[config.mk]
export PLATFORM = sky130hd
export DESIGN_NAME = pcl_device_flat
export DESIGN_NICKNAME = d
export VERILOG_FILES = /design/src/rtl/pcl_pkg.sv /design/src/rtl/pcl_link_if.sv /design/src/rtl/pcl_device.sv /design/src/flat_wrapper.sv
export SDC_FILE = /design/constraint.sdc
export NUM_CORES = 1
export LEC_CHECK = 0
export BUFFER_PORTS_ARGS = -buffer_cell sky130_fd_sc_hd__buf_2
export CORE_MARGIN = 2
export CORE_UTILIZATION = 38
export CTS_CLUSTER_SIZE = 12
export DETAILED_ROUTE_END_ITERATION = 10
export PLACE_DENSITY = 0.53
export SYNTH_ARGS = -nofsm -noshare
export SYNTH_HDL_FRONTEND = slang
export SYNTH_SLANG_ARGS = --single-unit
[constraint.sdc]
create_clock -name pclk -period 3.75 [get_ports pclk]
set_clock_uncertainty 0.05 [all_clocks]
set_input_delay 0.375 -clock pclk [delete_from_list [all_inputs] [get_ports pclk]]
set_output_delay 0.375 -clock pclk [all_outputs]
set_load 0.01 [all_outputs]
[src/rtl/pcl_pkg.sv]
package pcl_pkg;
    // link widths
    localparam int ADDR_W = 8;
    localparam int DATA_W = 8;

    // device register addresses
    localparam logic [7:0] A_CTRL_LOCK = 8'h01;
    localparam logic [7:0] A_REG_EN = 8'h02;
    localparam logic [7:0] A_PIN_FUNC = 8'h03;
    localparam logic [7:0] A_CFG_LOCK = 8'h04;
    localparam logic [7:0] A_CFG_BASE = 8'h05;
    localparam logic [7:0] A_NVM_BURN = 8'h4a;
    localparam logic [7:0] A_NVM_STAT = 8'h4b;
    localparam logic [7:0] A_NVM_BASE = 8'h50;
    localparam int CFG_N = 8;
    localparam int NVM_N = 2 + CFG_N;

    // key and command values
    localparam logic [7:0] KEY_CTRL = 8'hdd;
    localparam logic [7:0] KEY_CFG = 8'haa;
    localparam logic [7:0] BURN_CMD = 8'h2d;
    localparam logic [7:0] PIN_FUNC_CRC_OFF = 8'h02;

    // factory defaults
    localparam logic [7:0] RST_REG_EN = 8'h1f;
    localparam logic [7:0] RST_PIN_FUNC = 8'h00;
    localparam logic [7:0] RST_CFG [CFG_N] = '{8'h02, 8'h00, 8'h03, 8'h02,
                                              8'h10, 8'h1d, 8'h0a, 8'h0e};
    localparam logic [7:0] LOCKED_RD = 8'h01;
    localparam logic [7:0] UNLOCKED_RD = 8'h00;

    // regulator gating: trigger byte bits mask an input out of the gate
    localparam int N_RAIL = 4;
    localparam int TRIG_MASK_SEQ = 0;
    localparam int TRIG_MASK_GPIO = 1;

    // nvm programming time per byte
    localparam int CLK_NS = 4;
    localparam int NVM_BYTE_NS = 100;
    localparam int NVM_BYTE_CYC = (NVM_BYTE_NS + CLK_NS - 1) / CLK_NS;

    // controller apb map and fields
    localparam logic [11:0] H_CMD = 12'h000;
    localparam logic [11:0] H_STAT = 12'h004;
    localparam logic [11:0] H_IRQ_ST = 12'h008;
    localparam logic [11:0] H_IRQ_MASK = 12'h00c;
    localparam int CMD_ADDR_LSB = 8;
    localparam int CMD_WR_BIT = 16;
    localparam int STAT_RD_LSB = 8;
    localparam int IRQ_N = 2;
    localparam int IRQ_DONE = 0;
    localparam int IRQ_OVERRUN = 1;

    // xor checksum over the configuration bytes
    function automatic logic [7:0] cfg_sum(input logic [7:0] v [CFG_N]);
        logic [7:0] s;
        s = 8'h00;
        for (int i = 0; i < CFG_N; i++) s = s ^ v[i];
        return s;
    endfunction
endpackage

[src/rtl/pcl_link_if.sv]
`timescale 1ns/10ps
interface pcl_link_if;
    import pcl_pkg::*;
    logic req;
    logic wr;
    logic [ADDR_W-1:0] addr;
    logic [DATA_W-1:0] wdata;
    logic ack;
    logic [DATA_W-1:0] rdata;

    modport dev (input req, input wr, input addr, input wdata, output ack, output rdata);
    modport host (output req, output wr, output addr, output wdata, input ack, input rdata);
endinterface

[src/rtl/pcl_device.sv]
// Chosen here: register access over APB.
`timescale 1ns/10ps
// Operation
// both groups locked after every restart
// locked group ignores register writes
// 0xdd to control lock unlocks control
// 0xaa to config lock unlocks configuration
// unlocked writes take effect at once
// fault reset restores all defaults
// nvm written only on burn command
// 0x2d at 0x4a starts nvm burn
// pin function 2 disables config crc
// host turns regulators off before changes
// rails gated by sequence and gpio inputs
// locked writes acknowledged, value unchanged
module pcl_device
    import pcl_pkg::*;
(
    input wire logic pclk,
    input wire logic presetn,
    pcl_link_if.dev link,
    input wire logic fault_reset,
    input wire logic sequence_input,
    input wire logic gpio_input,
    output logic [N_RAIL-1:0] rail_on,
    output logic reset_out_on,
    output logic crc_error,
    output logic nvm_busy
);
    typedef enum logic [1:0] {PCL_IDLE, PCL_PROG, PCL_NEXT} pcl_burn_e;

    logic ctrl_locked;
    logic cfg_locked;
    logic [7:0] regulator_enable_register;
    logic [7:0] pin_func;
    logic [7:0] cfg [CFG_N];
    logic [7:0] nvm [NVM_N];
    logic [7:0] nvm_image;
    logic [7:0] rd_mux;
    logic wr_go;
    logic burn_start;
    logic burn_done;
    pcl_burn_e state;
    logic [7:0] burn_idx;
    logic [7:0] burn_cnt;
    logic [7:0] cfg_dflt_sum;

    // decoded write strobe, one per taken request
    assign wr_go = link.req && link.wr && !link.ack;
    assign burn_start = wr_go && link.addr == A_NVM_BURN && link.wdata == BURN_CMD;
    assign cfg_dflt_sum = cfg_sum(RST_CFG);

    // link handshake: answer one cycle after the request shows
    always_ff @(posedge pclk or negedge presetn)
    begin
        if (!presetn)
            link.ack <= 1'b0;
        else
            link.ack <= link.req && !link.ack;
    end

    // lock state, relocked by restart, fault or a non-key write to its own lock address
    always_ff @(posedge pclk or negedge presetn)
    begin
        if (!presetn)
        begin
            ctrl_locked <= 1'b1;
            cfg_locked <= 1'b1;
        end
        else if (fault_reset)
        begin
            ctrl_locked <= 1'b1;
            cfg_locked <= 1'b1;
        end
        else if (wr_go)
        begin
            if (link.addr == A_CTRL_LOCK)
                ctrl_locked <= link.wdata != KEY_CTRL;
            if (link.addr == A_CFG_LOCK)
                cfg_locked <= link.wdata != KEY_CFG;
        end
    end

    // control group: regulator enables and pin function
    always_ff @(posedge pclk or negedge presetn)
    begin
        if (!presetn)
        begin
            regulator_enable_register <= RST_REG_EN;
            pin_func <= RST_PIN_FUNC;
        end
        else if (fault_reset)
        begin
            regulator_enable_register <= RST_REG_EN;
            pin_func <= RST_PIN_FUNC;
        end
        else if (wr_go && !ctrl_locked)
        begin
            if (link.addr == A_REG_EN)
                regulator_enable_register <= link.wdata;
            if (link.addr == A_PIN_FUNC)
                pin_func <= link.wdata;
        end
    end

    // configuration group, one byte per address
    generate
        for (genvar g = 0; g < CFG_N; g++)
        begin : g_cfg
            always_ff @(posedge pclk or negedge presetn)
            begin
                if (!presetn)
                    cfg[g] <= RST_CFG[g];
                else if (fault_reset)
                    cfg[g] <= RST_CFG[g];
                else if (wr_go && !cfg_locked && link.addr == A_CFG_BASE + 8'(g))
                    cfg[g] <= link.wdata;
            end
        end
    endgenerate

    // rail gating from the trigger bytes, applied live
    generate
        for (genvar r = 0; r < N_RAIL; r++)
        begin : g_rail
            always_ff @(posedge pclk or negedge presetn)
            begin
                if (!presetn)
                    rail_on[r] <= 1'b0;
                else
                    rail_on[r] <= regulator_enable_register[r]
                        && (cfg[r][TRIG_MASK_SEQ] || sequence_input)
                        && (cfg[r][TRIG_MASK_GPIO] || gpio_input);
            end
        end
    endgenerate

    // reset output follows its enable bit and the sequence input
    always_ff @(posedge pclk or negedge presetn)
    begin
        if (!presetn)
            reset_out_on <= 1'b0;
        else
            reset_out_on <= regulator_enable_register[N_RAIL] && sequence_input;
    end

    // configuration check against the default checksum unless disabled
    always_ff @(posedge pclk or negedge presetn)
    begin
        if (!presetn)
            crc_error <= 1'b0;
        else
            crc_error <= pin_func != PIN_FUNC_CRC_OFF && cfg_sum(cfg) != cfg_dflt_sum;
    end

    // byte of the live image that the burn walk is copying
    always_comb
    begin
        if (burn_idx == 8'h00)
            nvm_image = regulator_enable_register;
        else if (burn_idx == 8'h01)
            nvm_image = pin_func;
        else
            nvm_image = cfg[3'(burn_idx[3:0] - 4'h2)];
    end

    // burn sequencer: one byte per programming time
    always_ff @(posedge pclk or negedge presetn)
    begin
        if (!presetn)
        begin
            state <= PCL_IDLE;
            burn_idx <= 8'h00;
            burn_cnt <= 8'h00;
        end
        else
        begin
            unique case (state)
                PCL_IDLE:
                begin
                    burn_idx <= 8'h00;
                    burn_cnt <= 8'h00;
                    if (burn_start)
                        state <= PCL_PROG;
                end
                PCL_PROG:
                begin
                    if (fault_reset)
                        state <= PCL_IDLE;
                    else if (burn_cnt == 8'(NVM_BYTE_CYC - 1))
                        state <= PCL_NEXT;
                    else
                        burn_cnt <= burn_cnt + 8'h01;
                end
                PCL_NEXT:
                begin
                    burn_cnt <= 8'h00;
                    if (fault_reset || burn_idx == 8'(NVM_N - 1))
                        state <= PCL_IDLE;
                    else
                    begin
                        burn_idx <= burn_idx + 8'h01;
                        state <= PCL_PROG;
                    end
                end
            endcase
        end
    end

    assign burn_done = state == PCL_NEXT;

    // nonvolatile store: no reset, written only by the burn walk
    always_ff @(posedge pclk)
    begin
        if (burn_done)
            nvm[burn_idx[3:0]] <= nvm_image;
    end

    // busy flag seen by the pins and the status register
    always_ff @(posedge pclk or negedge presetn)
    begin
        if (!presetn)
            nvm_busy <= 1'b0;
        else
            nvm_busy <= state != PCL_IDLE || burn_start;
    end

    // read decode, unmapped addresses read zero
    always_comb
    begin
        rd_mux = 8'h00;
        if (link.addr == A_CTRL_LOCK)
            rd_mux = ctrl_locked ? LOCKED_RD : UNLOCKED_RD;
        else if (link.addr == A_CFG_LOCK)
            rd_mux = cfg_locked ? LOCKED_RD : UNLOCKED_RD;
        else if (link.addr == A_REG_EN)
            rd_mux = regulator_enable_register;
        else if (link.addr == A_PIN_FUNC)
            rd_mux = pin_func;
        else if (link.addr == A_NVM_STAT)
            rd_mux = {7'h00, nvm_busy};
        else if (link.addr >= A_CFG_BASE && link.addr < A_CFG_BASE + 8'(CFG_N))
            rd_mux = cfg[3'(link.addr - A_CFG_BASE)];
        else if (link.addr >= A_NVM_BASE && link.addr < A_NVM_BASE + 8'(NVM_N))
            rd_mux = nvm[4'(link.addr - A_NVM_BASE)];
    end

    // read data captured with the answer
    always_ff @(posedge pclk or negedge presetn)
    begin
        if (!presetn)
            link.rdata <= 8'h00;
        else if (link.req && !link.ack && !link.wr)
            link.rdata <= rd_mux;
    end
endmodule // pcl_device

[src/flat_wrapper.sv]
// flat-port wrapper written by rule: the top's interface ports become plain ports
module pcl_device_flat import pcl_pkg::*;
  (pclk, presetn, fault_reset, sequence_input, gpio_input, rail_on, reset_out_on, crc_error, nvm_busy, link_req, link_wr, link_addr, link_wdata, link_ack, link_rdata);
  pcl_link_if link_i ();
  input wire logic pclk;
  input wire logic presetn;
  input wire logic fault_reset;
  input wire logic sequence_input;
  input wire logic gpio_input;
  output logic [N_RAIL-1:0] rail_on;
  output logic reset_out_on;
  output logic crc_error;
  output logic nvm_busy;
  input wire logic [$bits(link_i.req)-1:0] link_req;
  input wire logic [$bits(link_i.wr)-1:0] link_wr;
  input wire logic [$bits(link_i.addr)-1:0] link_addr;
  input wire logic [$bits(link_i.wdata)-1:0] link_wdata;
  output wire logic [$bits(link_i.ack)-1:0] link_ack;
  output wire logic [$bits(link_i.rdata)-1:0] link_rdata;
  assign link_i.req = link_req;
  assign link_i.wr = link_wr;
  assign link_i.addr = link_addr;
  assign link_i.wdata = link_wdata;
  assign link_ack = link_i.ack;
  assign link_rdata = link_i.rdata;
  pcl_device u_core (.pclk(pclk), .presetn(presetn), .link(link_i), .fault_reset(fault_reset), .sequence_input(sequence_input), .gpio_input(gpio_input), .rail_on(rail_on), .reset_out_on(reset_out_on), .crc_error(crc_error), .nvm_busy(nvm_busy));
endmodule
==> impl_metrics.toml, run 1 <==
[clocking]
path_clk_slew_ps = 90
cts.sinks = 196
cts_buffers = 17
cts_tree = "yes"
clockBufferDepth = 2
cts-resized-gates = 0
clock_latency_ps = 440
cts-root-buf = "clkbuf_16"
post_cts_buffers = 0
htreeDepth = 4

[synth]
yosysTopAreaCell = "edfxtp_1"
avgSynthCellArea_um2 = 11.6
synth_edf_count = 80
yosysSeqAreaShare_pct = 51.1
synthArstFlopShare_pct = 59.2
synthCells = 895
synth.top_cell.area_share_pct = 23.0
synth-main-ff-cell = "dfrtp_1"
synth_fp_nets = 933
yosys_warnings = 0
ys_types = 64
synth_area_leaders = "edfxtp_1 (23%), dfrtp_1 (23%), mux4_2 (10%)"
syn_area_um2 = 10400
ys_ff_latch = 196

[power]
powerDensity_nw_per_um2 = 446
irDropWorstVdd_mv = 0.260
p_leak_nw = 4.29

[floorplanning]
core_um2 = 27000
row_count = 60
die_h_um = 170
ios = 39
die_area_um2 = 28800
die_width_um = 170
initial_core_util_pct = 38.7

[critical_path]
crit_required_ps = 3810
start_kind = "register"
cp_max_fo = 16
critPathKind = "reg -> reg"
critPathCaptureType = "register"
worstPathArrival_ps = 2720

[placement]
place.port_buffers = 38
gp_congestion = 0.834
dpl.hpwl_um = 19900
pre_cts_slack_ps = 942
dpl_cell_area_um2 = 11000

[outcome]
status = "completed"

[routing]
antenna_left = 0
drt-total-wl_um = 28700
drt_pass1_iterations = 5
drt-initial-drc-count = 666
viasPerCell = 5.67
vias = 7221
remaining_drc_errors = 0
wire_per_inst_um = 22.6

[hold_path]
hp-class = "in -> reg"

[final_layout]
num_antenna_cells = 0
syn2layout_area_growth_pct = 11.6
layout-drive-gt1-share_pct = 21.4
stdcell_area_um2 = 11600
nets = 957
final_cell_mix = "nand2_1 (133), dfrtp_1 (95), edfxtp_1 (80)"
final_common_cell = "nand2_1"

[timing]
final-hold-violation-count = 0
min_period_ps = 2660
rsz0062_at_grt = "no"
fin_crit_sh_pct = 71.0
maxSlewHeadroom_pct = 30.6
maxSlewViolCount = 0
worst_slack_ps = 1090
finalSetupViolCount = 0
setup_tns_ps = 0
worst_pin_slew_ps = 1040
max_freq_ghz = 0.376

[grt]
track_usage_pct = 20.9
grt_pass1_vias = 7103
antenna_found_initial = 0
overflow = 0
grt_pass1_wl_um = 44600
grt_max_degree = 117

[run]
cap_violations = 0
-- path summary, 6_finish.rpt --
path | from | to | depth (start not counted) | slack (ps)
hold / removal | link_req | u_core.link.ack | 2 | 140
min in group asynchronous | presetn | u_core.cfg[44] | 3 | 510
setup / recovery | u_core.burn_idx[1] | u_core.nvm[0][1] | 7 | 1090
setup reg to reg | u_core.burn_idx[1] | u_core.nvm[0][1] | 7 | 1090
max in group asynchronous | presetn | u_core.burn_idx[7] | 3 | 2640
hold reg to reg | u_core.link.ack | u_core.link.ack | 1 | 450
-- what timing repair did --
item / CTS / global route
setup endpoints to repair: 0 / 0
hold endpoints to repair: 1 / 0
hold buffers: 1 / 0
-- critical path: stages, from the launching register on --
cell and delay (ps):
dfrtp_1 450, inv_1 100, ha_1 190, nand2b_1 120
nor4b_2 290, buf_4 250, a21oi_1 80, o21ai_0 800
-- state kept, by name, indices dropped and copies added (netlist names) --
signal	flops
u_core.burn_cnt	8
u_core.ctrl_locked	1
u_core.nvm_busy	1
u_core.reset_out_on	1
u_core.crc_error	1
u_core.rail_on	4
u_core.nvm	80
u_core.link.rdata	8
u_core.pin_func	8
u_core.cfg	64
u_core.cfg_locked	1
u_core.regulator_enable_register	8
u_core.state	2
u_core.burn_idx	8
u_core.link.ack	1
-- Yosys cell counts, drive strengths merged, types with 9 or more instances --
cell type / count
inv: 19
nand3b: 14
nand3: 16
xor2: 13
mux4: 47
nand2: 136
edfxtp: 80
o21ai: 37
buf: 27
nor2b: 14
dfrtp: 95
xnor2: 51
ha: 15
a211o: 14
mux2: 17
nand2b: 9
mux2i: 29
a21oi: 74
and2: 9
nor2: 45
clkbuf: 30
dfstp: 21
-- metrics by stage --
stage / total power (W) / util, % / hold WS (ps) / cells
2_1_floorplan: 0.00299 / - / 29.4 / 895
3_3_place_gp: 0.00327 / 40.8 / 440 / 1240
3_5_place_dp: 0.00327 / 40.8 / 446 / 1240
4_1_cts: 0.00523 / 43.2 / 123 / 1273
5_1_grt: 0.00543 / 43.2 / 138 / 1273
6_report: 0.00519 / 43.2 / 136 / 1273
-- power breakdown --
group / total [W] / switching, W / internal (W)
Clock: 0.00198 / 0.00103 / 0.000945
Sequential: 0.00243 / 0.0000657 / 0.00236
Combinational: 0.000790 / 0.000500 / 0.000290
Total: 0.00519 / 0.00160 / 0.00360
-- metal layers --
layer / vias to the layer above / track usage (%) / share of wire, %
li1: 3299 / - / -
met1: 3680 / 31.4 / 49
met2: 211 / 30.2 / 43
met3: 31 / 4.99 / 6.1
met4: 0 / 5.50 / 1.6
met5: - / 0 / 0
-- cell families after synthesis --
| group | count (synthesis) | synth area share, % |
|---|---|---|
| AO/OA/AOI/OAI | 166 | 10.0 |
| XOR/XNOR | 64 | 5.45 |
| adder cells (fa/ha/maj) | 15 | 1.80 |
| buffers and inverters | 76 | 3.14 |
| flip-flops | 196 | 51.1 |
| multiplexers | 93 | 14.8 |
| AND/OR/NAND/NOR | 285 | 13.6 |
-- final cells by class --
| cell class | instances | area, um2 |
|---|---|---|
| Tap cell | 341 | 427 |
| Sequential cell | 196 | 5330 |
| Clock inverter | 15 | 216 |
| Fill cell | 2487 | 15300 |
| Multi-Input combinational cell | 623 | 4780 |
| Timing Repair Buffer | 62 | 388 |
| Inverter | 19 | 71.3 |
| Clock buffer | 17 | 425 |
(Power assumes the default switching activity.)
==> run 2: changes to the inputs <==
--- a/config.mk
+++ b/config.mk
@@ -5,12 +5,13 @@
 export SDC_FILE = /design/constraint.sdc
 export NUM_CORES = 1
 export LEC_CHECK = 0
+export ABC_AREA = 1
 export BUFFER_PORTS_ARGS = -buffer_cell sky130_fd_sc_hd__buf_2
 export CORE_MARGIN = 2
 export CORE_UTILIZATION = 38
 export CTS_CLUSTER_SIZE = 12
 export DETAILED_ROUTE_END_ITERATION = 10
-export PLACE_DENSITY = 0.53
+export PLACE_DENSITY = 0.55
 export SYNTH_ARGS = -nofsm -noshare
 export SYNTH_HDL_FRONTEND = slang
 export SYNTH_SLANG_ARGS = --single-unit
==> constraint.sdc (replaced) <==
create_clock -name pclk -period 2.2 [get_ports pclk]
set_clock_uncertainty 0.05 [all_clocks]
set_input_delay 0.22 -clock pclk [delete_from_list [all_inputs] [get_ports pclk]]
set_output_delay 0.22 -clock pclk [all_outputs]
set_load 0.01 [all_outputs]
==> run 2 against run 1 <==
  * Sequential power grew 80%
  * Via count grew 27%
  * Clock power grew 58%
  * Synthesized area grew 1.8%
  * Cell area grew 6.1%
  * Cell count grew 39%
  * Total power grew 90%
  * Combinational power grew to 3.0 times the previous value
  * First-iteration DRC count grew 47%
  * Largest power group unchanged
  * Highest routed layer unchanged
==> impl_metrics.toml, run 2 <==
[outcome]
status = "completed"

[routing]
viasPerCell = 5.18
drt-total-wl_um = 32900
drt-initial-drc-count = 979
vias = 9169
drt_pass1_iterations = 7
remaining_drc_errors = 0
wire_per_inst_um = 18.6
antenna_left = 0

[floorplanning]
initial_core_util_pct = 38.4
core_um2 = 27600
ios = 39
die_h_um = 171
die_area_um2 = 29300
die_width_um = 171
row_count = 61

[placement]
dp.cells = 1734
dpl.hpwl_um = 24300
dpl_cell_area_um2 = 11700
gp_congestion = 0.967
pre_cts_slack_ps = 39.9
place.port_buffers = 38

[synth]
synth_xor_area_share_pct = 3.13
synth_simple_gate_area_share_pct = 24.1
yosysTopAreaCell = "edfxtp_1"
synth_top_family_by_area = "simple AND/OR/NAND/NOR gates"
syn_area_um2 = 10600
synth_area_leaders = "edfxtp_1 (23%), dfrtp_1 (22%), nand2_1 (13%)"
ys_types = 47
synthCells = 1286
synth_fp_nets = 1324
synthArstFlopShare_pct = 59.2
synth_fa_ha_area_share_pct = 1.77
avgSynthCellArea_um2 = 8.25
yosys_warnings = 0
synth_compound_area_share_pct = 13.9
synth-main-ff-cell = "dfrtp_1"
synth_edf_count = 80
yosysSeqAreaShare_pct = 50.3
synthMuxAreaShare_pct = 0.106
synthMostInstantiatedCell = "nand2_1"
ys_ff_latch = 196
synth_common_cells = "nand2_1 (356), o21ai_0 (136), inv_1 (115)"
synth.top_cell.area_share_pct = 22.6

[final_layout]
layout-drive-gt1-share_pct = 15.1
num_antenna_cells = 0
stdcell_area_um2 = 12300
nFillCells = 2757
final_common_cell = "nand2_1"
finalNonFillerCells = 1769
nets = 1416
syn2layout_area_growth_pct = 16.4
largest_register_ffs = 80
final_cell_mix = "nand2_1 (356), o21ai_0 (131), inv_1 (114)"

[timing]
fin_crit_sh_pct = 96.7
max_freq_ghz = 0.470
worst_slack_ps = 72.7
worst_pin_slew_ps = 771
finalSetupViolCount = 0
rsz0062_at_grt = "no"
maxSlewViolCount = 0
setup_tns_ps = 0
maxSlewHeadroom_pct = 48.4
final-hold-violation-count = 0
min_period_ps = 2130

[critical_path]
crit_required_ps = 2370
ff2ff_setup_slack_ps = 70
critPathKind = "reg -> reg"
worstPathArrival_ps = 2300
r2r_start = "u_core.burn_idx[0]"
r2r_end = "u_core.nvm[7][5]"
critPathCaptureType = "register"
start_kind = "register"
cp_max_fo = 29
reg2regPathDepth = 8

[power]
p_clk_share_pct = 31.8
p_sw_w = 0.00335
power.internal_w = 0.00651
irDropWorstVdd_mv = 0.419
p_comb_share_pct = 23.8
swShare_pct = 34.0
p_leak_nw = 5.45
powerDensity_nw_per_um2 = 798
power_frac_seq_pct = 44.4

[run]
cap_violations = 0

[clocking]
post_cts_buffers = 0
clock_latency_ps = 450
cts.sinks = 196
cts_tree = "yes"
clockBufferDepth = 2
htreeDepth = 4
path_clk_slew_ps = 80
cts_buffers = 17
cts-root-buf = "clkbuf_16"

[hold_path]
hp-class = "in -> async"

[grt]
grt_pass1_vias = 8769
grt_pass1_wl_um = 51000
track_usage_pct = 23.4
overflow = 0
antenna_found_initial = 0
grt_max_degree = 80
run 2: layout make-up:
cell class | count | area [um2] | share of cell area, %
inverter | 128 | 484 | 3.92
clock inverter | 15 | 153 | 1.24
multi-input combinational | 917 | 4590 | 37.1
clock buffer | 17 | 425 | 3.45
timing repair buffer | 118 | 896 | 7.26
sequential | 196 | 5330 | 43.2
tap | 378 | 473 | 3.83
run 2: logic make-up after synthesis:
group,Yosys count
adders and majority gates,15
muxes,1
buffers and inverters,173
and+or+nand+nor,595
DFF,196
xor gates and xnor gates,37
AOI/OAI and AO/OA,269
run 2: what timing repair did:
item,CTS,global route
hold buffers,3,0
gates resized for setup,0,3
hold endpoints to repair,97,0
setup endpoints to repair,0,20
run 2: worst max-delay path by stage:
stage                        from               end  slack [ps]
3_5_place_dp   u_core.burn_idx[0]  u_core.nvm[7][3]          40
5_1_grt        u_core.burn_idx[0]  u_core.nvm[9][5]           1
2_1_floorplan  u_core.burn_idx[0]  u_core.nvm[2][0]          -4
4_1_cts        u_core.burn_idx[0]  u_core.nvm[7][3]           8
6_report       u_core.burn_idx[0]  u_core.nvm[7][5]          70
3_3_place_gp   u_core.burn_idx[0]  u_core.nvm[0][3]           6
run 2: worst max-delay path: stages, from the launching register on:
cell and delay, ps:
dfrtp_1 400, buf_4 240, buf_12 200, o21ai_0 100, o22ai_1 400, nand2_1 90, nand3_1 110, o211ai_1 100
o21ai_2 180
run 2: per-layer routing:
layer | GRT usage (%) | routed length [um]
met1 | 32.7 | 14800
met5 | 0 | 0
met2 | 36.2 | 14800
met4 | 7.66 | 945
met3 | 5.04 | 2390
run 2: metrics by stage:
step	power, W	hold slack (ps)	utilization (%)
6_report	0.00986	54.4	44.7
5_1_grt	0.0103	62.9	44.7
4_1_cts	0.00987	52.9	44.7
3_5_place_dp	0.00676	-29.2	42.5
3_3_place_gp	0.00675	-25.2	42.5
2_1_floorplan	0.00580	-126	-
run 2: power groups by stage:
stage | Clock, W | Sequential [W] | Combinational, W
finish | 0.00313 | 0.00438 | 0.00235
global route | 0.00331 | 0.00441 | 0.00261
CTS | 0.00317 | 0.00438 | 0.00232
detailed placement | 0 | 0.00445 | 0.00231
global placement | 0 | 0.00445 | 0.00230
floorplan | 0 | 0.00440 | 0.00140
==> run 3: changes to the inputs <==
--- a/config.mk
+++ b/config.mk
@@ -15,3 +15,4 @@
 export SYNTH_ARGS = -nofsm -noshare
 export SYNTH_HDL_FRONTEND = slang
 export SYNTH_SLANG_ARGS = --single-unit
+export TNS_END_PERCENT = 10
==> constraint.sdc (replaced) <==
create_clock -name pclk -period 1.8 [get_ports pclk]
set_clock_uncertainty 0.05 [all_clocks]
set_input_delay 0.18 -clock pclk [delete_from_list [all_inputs] [get_ports pclk]]
set_output_delay 0.18 -clock pclk [all_outputs]
set_load 0.01 [all_outputs]
==> run 3 against run 2 <==
  * The flow now finishes with violations (negative setup slack)
  * Maximum frequency is 5.6% higher
  * Sequential power up 22%
  * Setup slack worse by 290 ps
  * Critical path depth up 1
  * Critical endpoint is now u_core.nvm[9][5]
  * Largest cell class unchanged
  * Highest routed layer unchanged
==> impl_metrics.toml, run 3 (synthesis results as in run 2) <==
[placement]
dp.cells = 1799
place.port_buffers = 38
dpl.hpwl_um = 25600
gp_congestion = 0.960

[timing]
min_period_ps = 2020
maxSlewHeadroom_pct = 66.5
maxSlewViolCount = 0
rsz0062_at_grt = "yes"
worst_pin_slew_ps = 501
final-hold-violation-count = 0
max_freq_ghz = 0.496
finalSetupViolCount = 83
setup_tns_ps = -12580
worst_slack_ps = -215
fin_crit_sh_pct = 112

[critical_path]
r2r_start = "u_core.burn_idx[0]"
start_kind = "register"
ff2ff_setup_slack_ps = -220
worstPathArrival_ps = 2140
reg2regPathDepth = 9
critPathCaptureType = "register"
cp_max_fo = 16
critPathKind = "reg -> reg"
r2r_end = "u_core.nvm[9][5]"
crit_required_ps = 1930

[floorplanning]
initial_core_util_pct = 38.4
core_um2 = 27600
die_width_um = 171
die_area_um2 = 29300
row_count = 61
die_h_um = 171
ios = 39

[clocking]
cts-root-buf = "clkbuf_16"
htreeDepth = 4
cts_buffers = 17
path_clk_slew_ps = 80
clock_latency_ps = 450
cts.sinks = 196
clockBufferDepth = 2
cts_tree = "yes"

[hold_path]
hp-class = "in -> reg"
hold_end = "u_core.cfg_locked"
holdCritStartpoint = "link_wdata[6]"
whs_path_depth = 3

[outcome]
violations = "negative setup slack"
status = "complete, but fails checks"

[final_layout]
nets = 1492
post-route-util_pct = 47.7
syn2layout_area_growth_pct = 24.3
layout-drive-gt1-share_pct = 21.3
largest_register_ffs = 80
final_common_cell = "nand2_1"
finalNonFillerCells = 1845
nFillCells = 2759
num_antenna_cells = 0
final_cell_mix = "nand2_1 (354), buf_4 (133), o21ai_0 (123)"

[grt]
grt_pass1_vias = 9111
grt_pass1_wl_um = 52900
overflow = 0
track_usage_pct = 24.2
grt_max_degree = 79
antenna_found_initial = 0

[routing]
viasPerCell = 5.19
vias = 9570
antenna_left = 0
wire_per_inst_um = 18.5
remaining_drc_errors = 0
drt-initial-drc-count = 733
drt_pass1_iterations = 6
drt-total-wl_um = 34100

[run]
cap_violations = 0

[power]
powerDensity_nw_per_um2 = 951
irDropWorstVdd_mv = 0.713
p_leak_nw = 5.88
power_w = 0.0125
run 3: what timing repair did:
| item | in CTS | in global routing |
|---|---|---|
| buffers inserted | 3 | 7 |
| endpoints found under the hold margin | 96 | 0 |
| endpoints found under the setup margin | 96 | 120 |
| resized for setup | 15 | 16 |
| cloned | 0 | 2 |
| hold buffers | 2 | 0 |
| pin swaps | 5 | 5 |
run 3: worst max-delay path: stages (launching register included):
cell      delay, ps
dfrtp_2         490
buf_12          180
buf_4           160
o21ai_0         210
o22ai_2         120
nand2_1          80
nand3_1          80
o211ai_1        100
buf_4           170
o21ai_2          90
run 3: power by group:
group	switching (W)	internal [W]	leakage (nW)
clock network	0.00193	0.00186	0.281
registers	0.000252	0.00511	2.19
logic	0.00204	0.00134	3.41
total	0.00422	0.00831	5.88
run 3: final cells by class:
cell class	count	area (um2)	area share, %
flip-flops and latches	196	5330	40.4
repair buffers	192	1560	11.8
well taps	378	473	3.59
multi-input cells	918	4730	35.9
repair inverters	1	6.26	0.0475
clock inverters	15	159	1.21
clock buffers	17	425	3.23
inverters	128	500	3.80
run 3: how the worst max path moves through the flow:
stage                                 to  cells after the start  slack (ps)                from
finish                  u_core.nvm[9][5]                      9        -220  u_core.burn_idx[0]
global route            u_core.nvm[3][3]                      9        -270  u_core.burn_idx[6]
detailed placement      u_core.nvm[0][2]                      8        -220  u_core.burn_idx[0]
global placement    u_core.link.rdata[0]                     14        -220        link_addr[0]
CTS                     u_core.nvm[3][2]                      8        -180  u_core.burn_idx[0]
floorplan               u_core.nvm[7][0]                      4        -110     u_core.state[0]
run 3: metal layers:
metal	vias to the layer above	global-route usage [%]	wire length, um
met5	-	0	0
met4	0	7.33	852
met3	56	4.95	2470
met2	374	38.2	15500
met1	4500	33.5	15300
li1	4640	-	-
run 3: per-stage QoR:
stage | worst slack (ps) | hold WS, ps | instance area (um2)
after floorplan | -112 | -166 | 10800
after global placement | -218 | 231 | 12400
after detailed placement | -219 | 231 | 12400
after CTS | -185 | 4.35 | 13100
after global routing | -266 | 10.7 | 13200
final | -215 | 20.3 | 13200
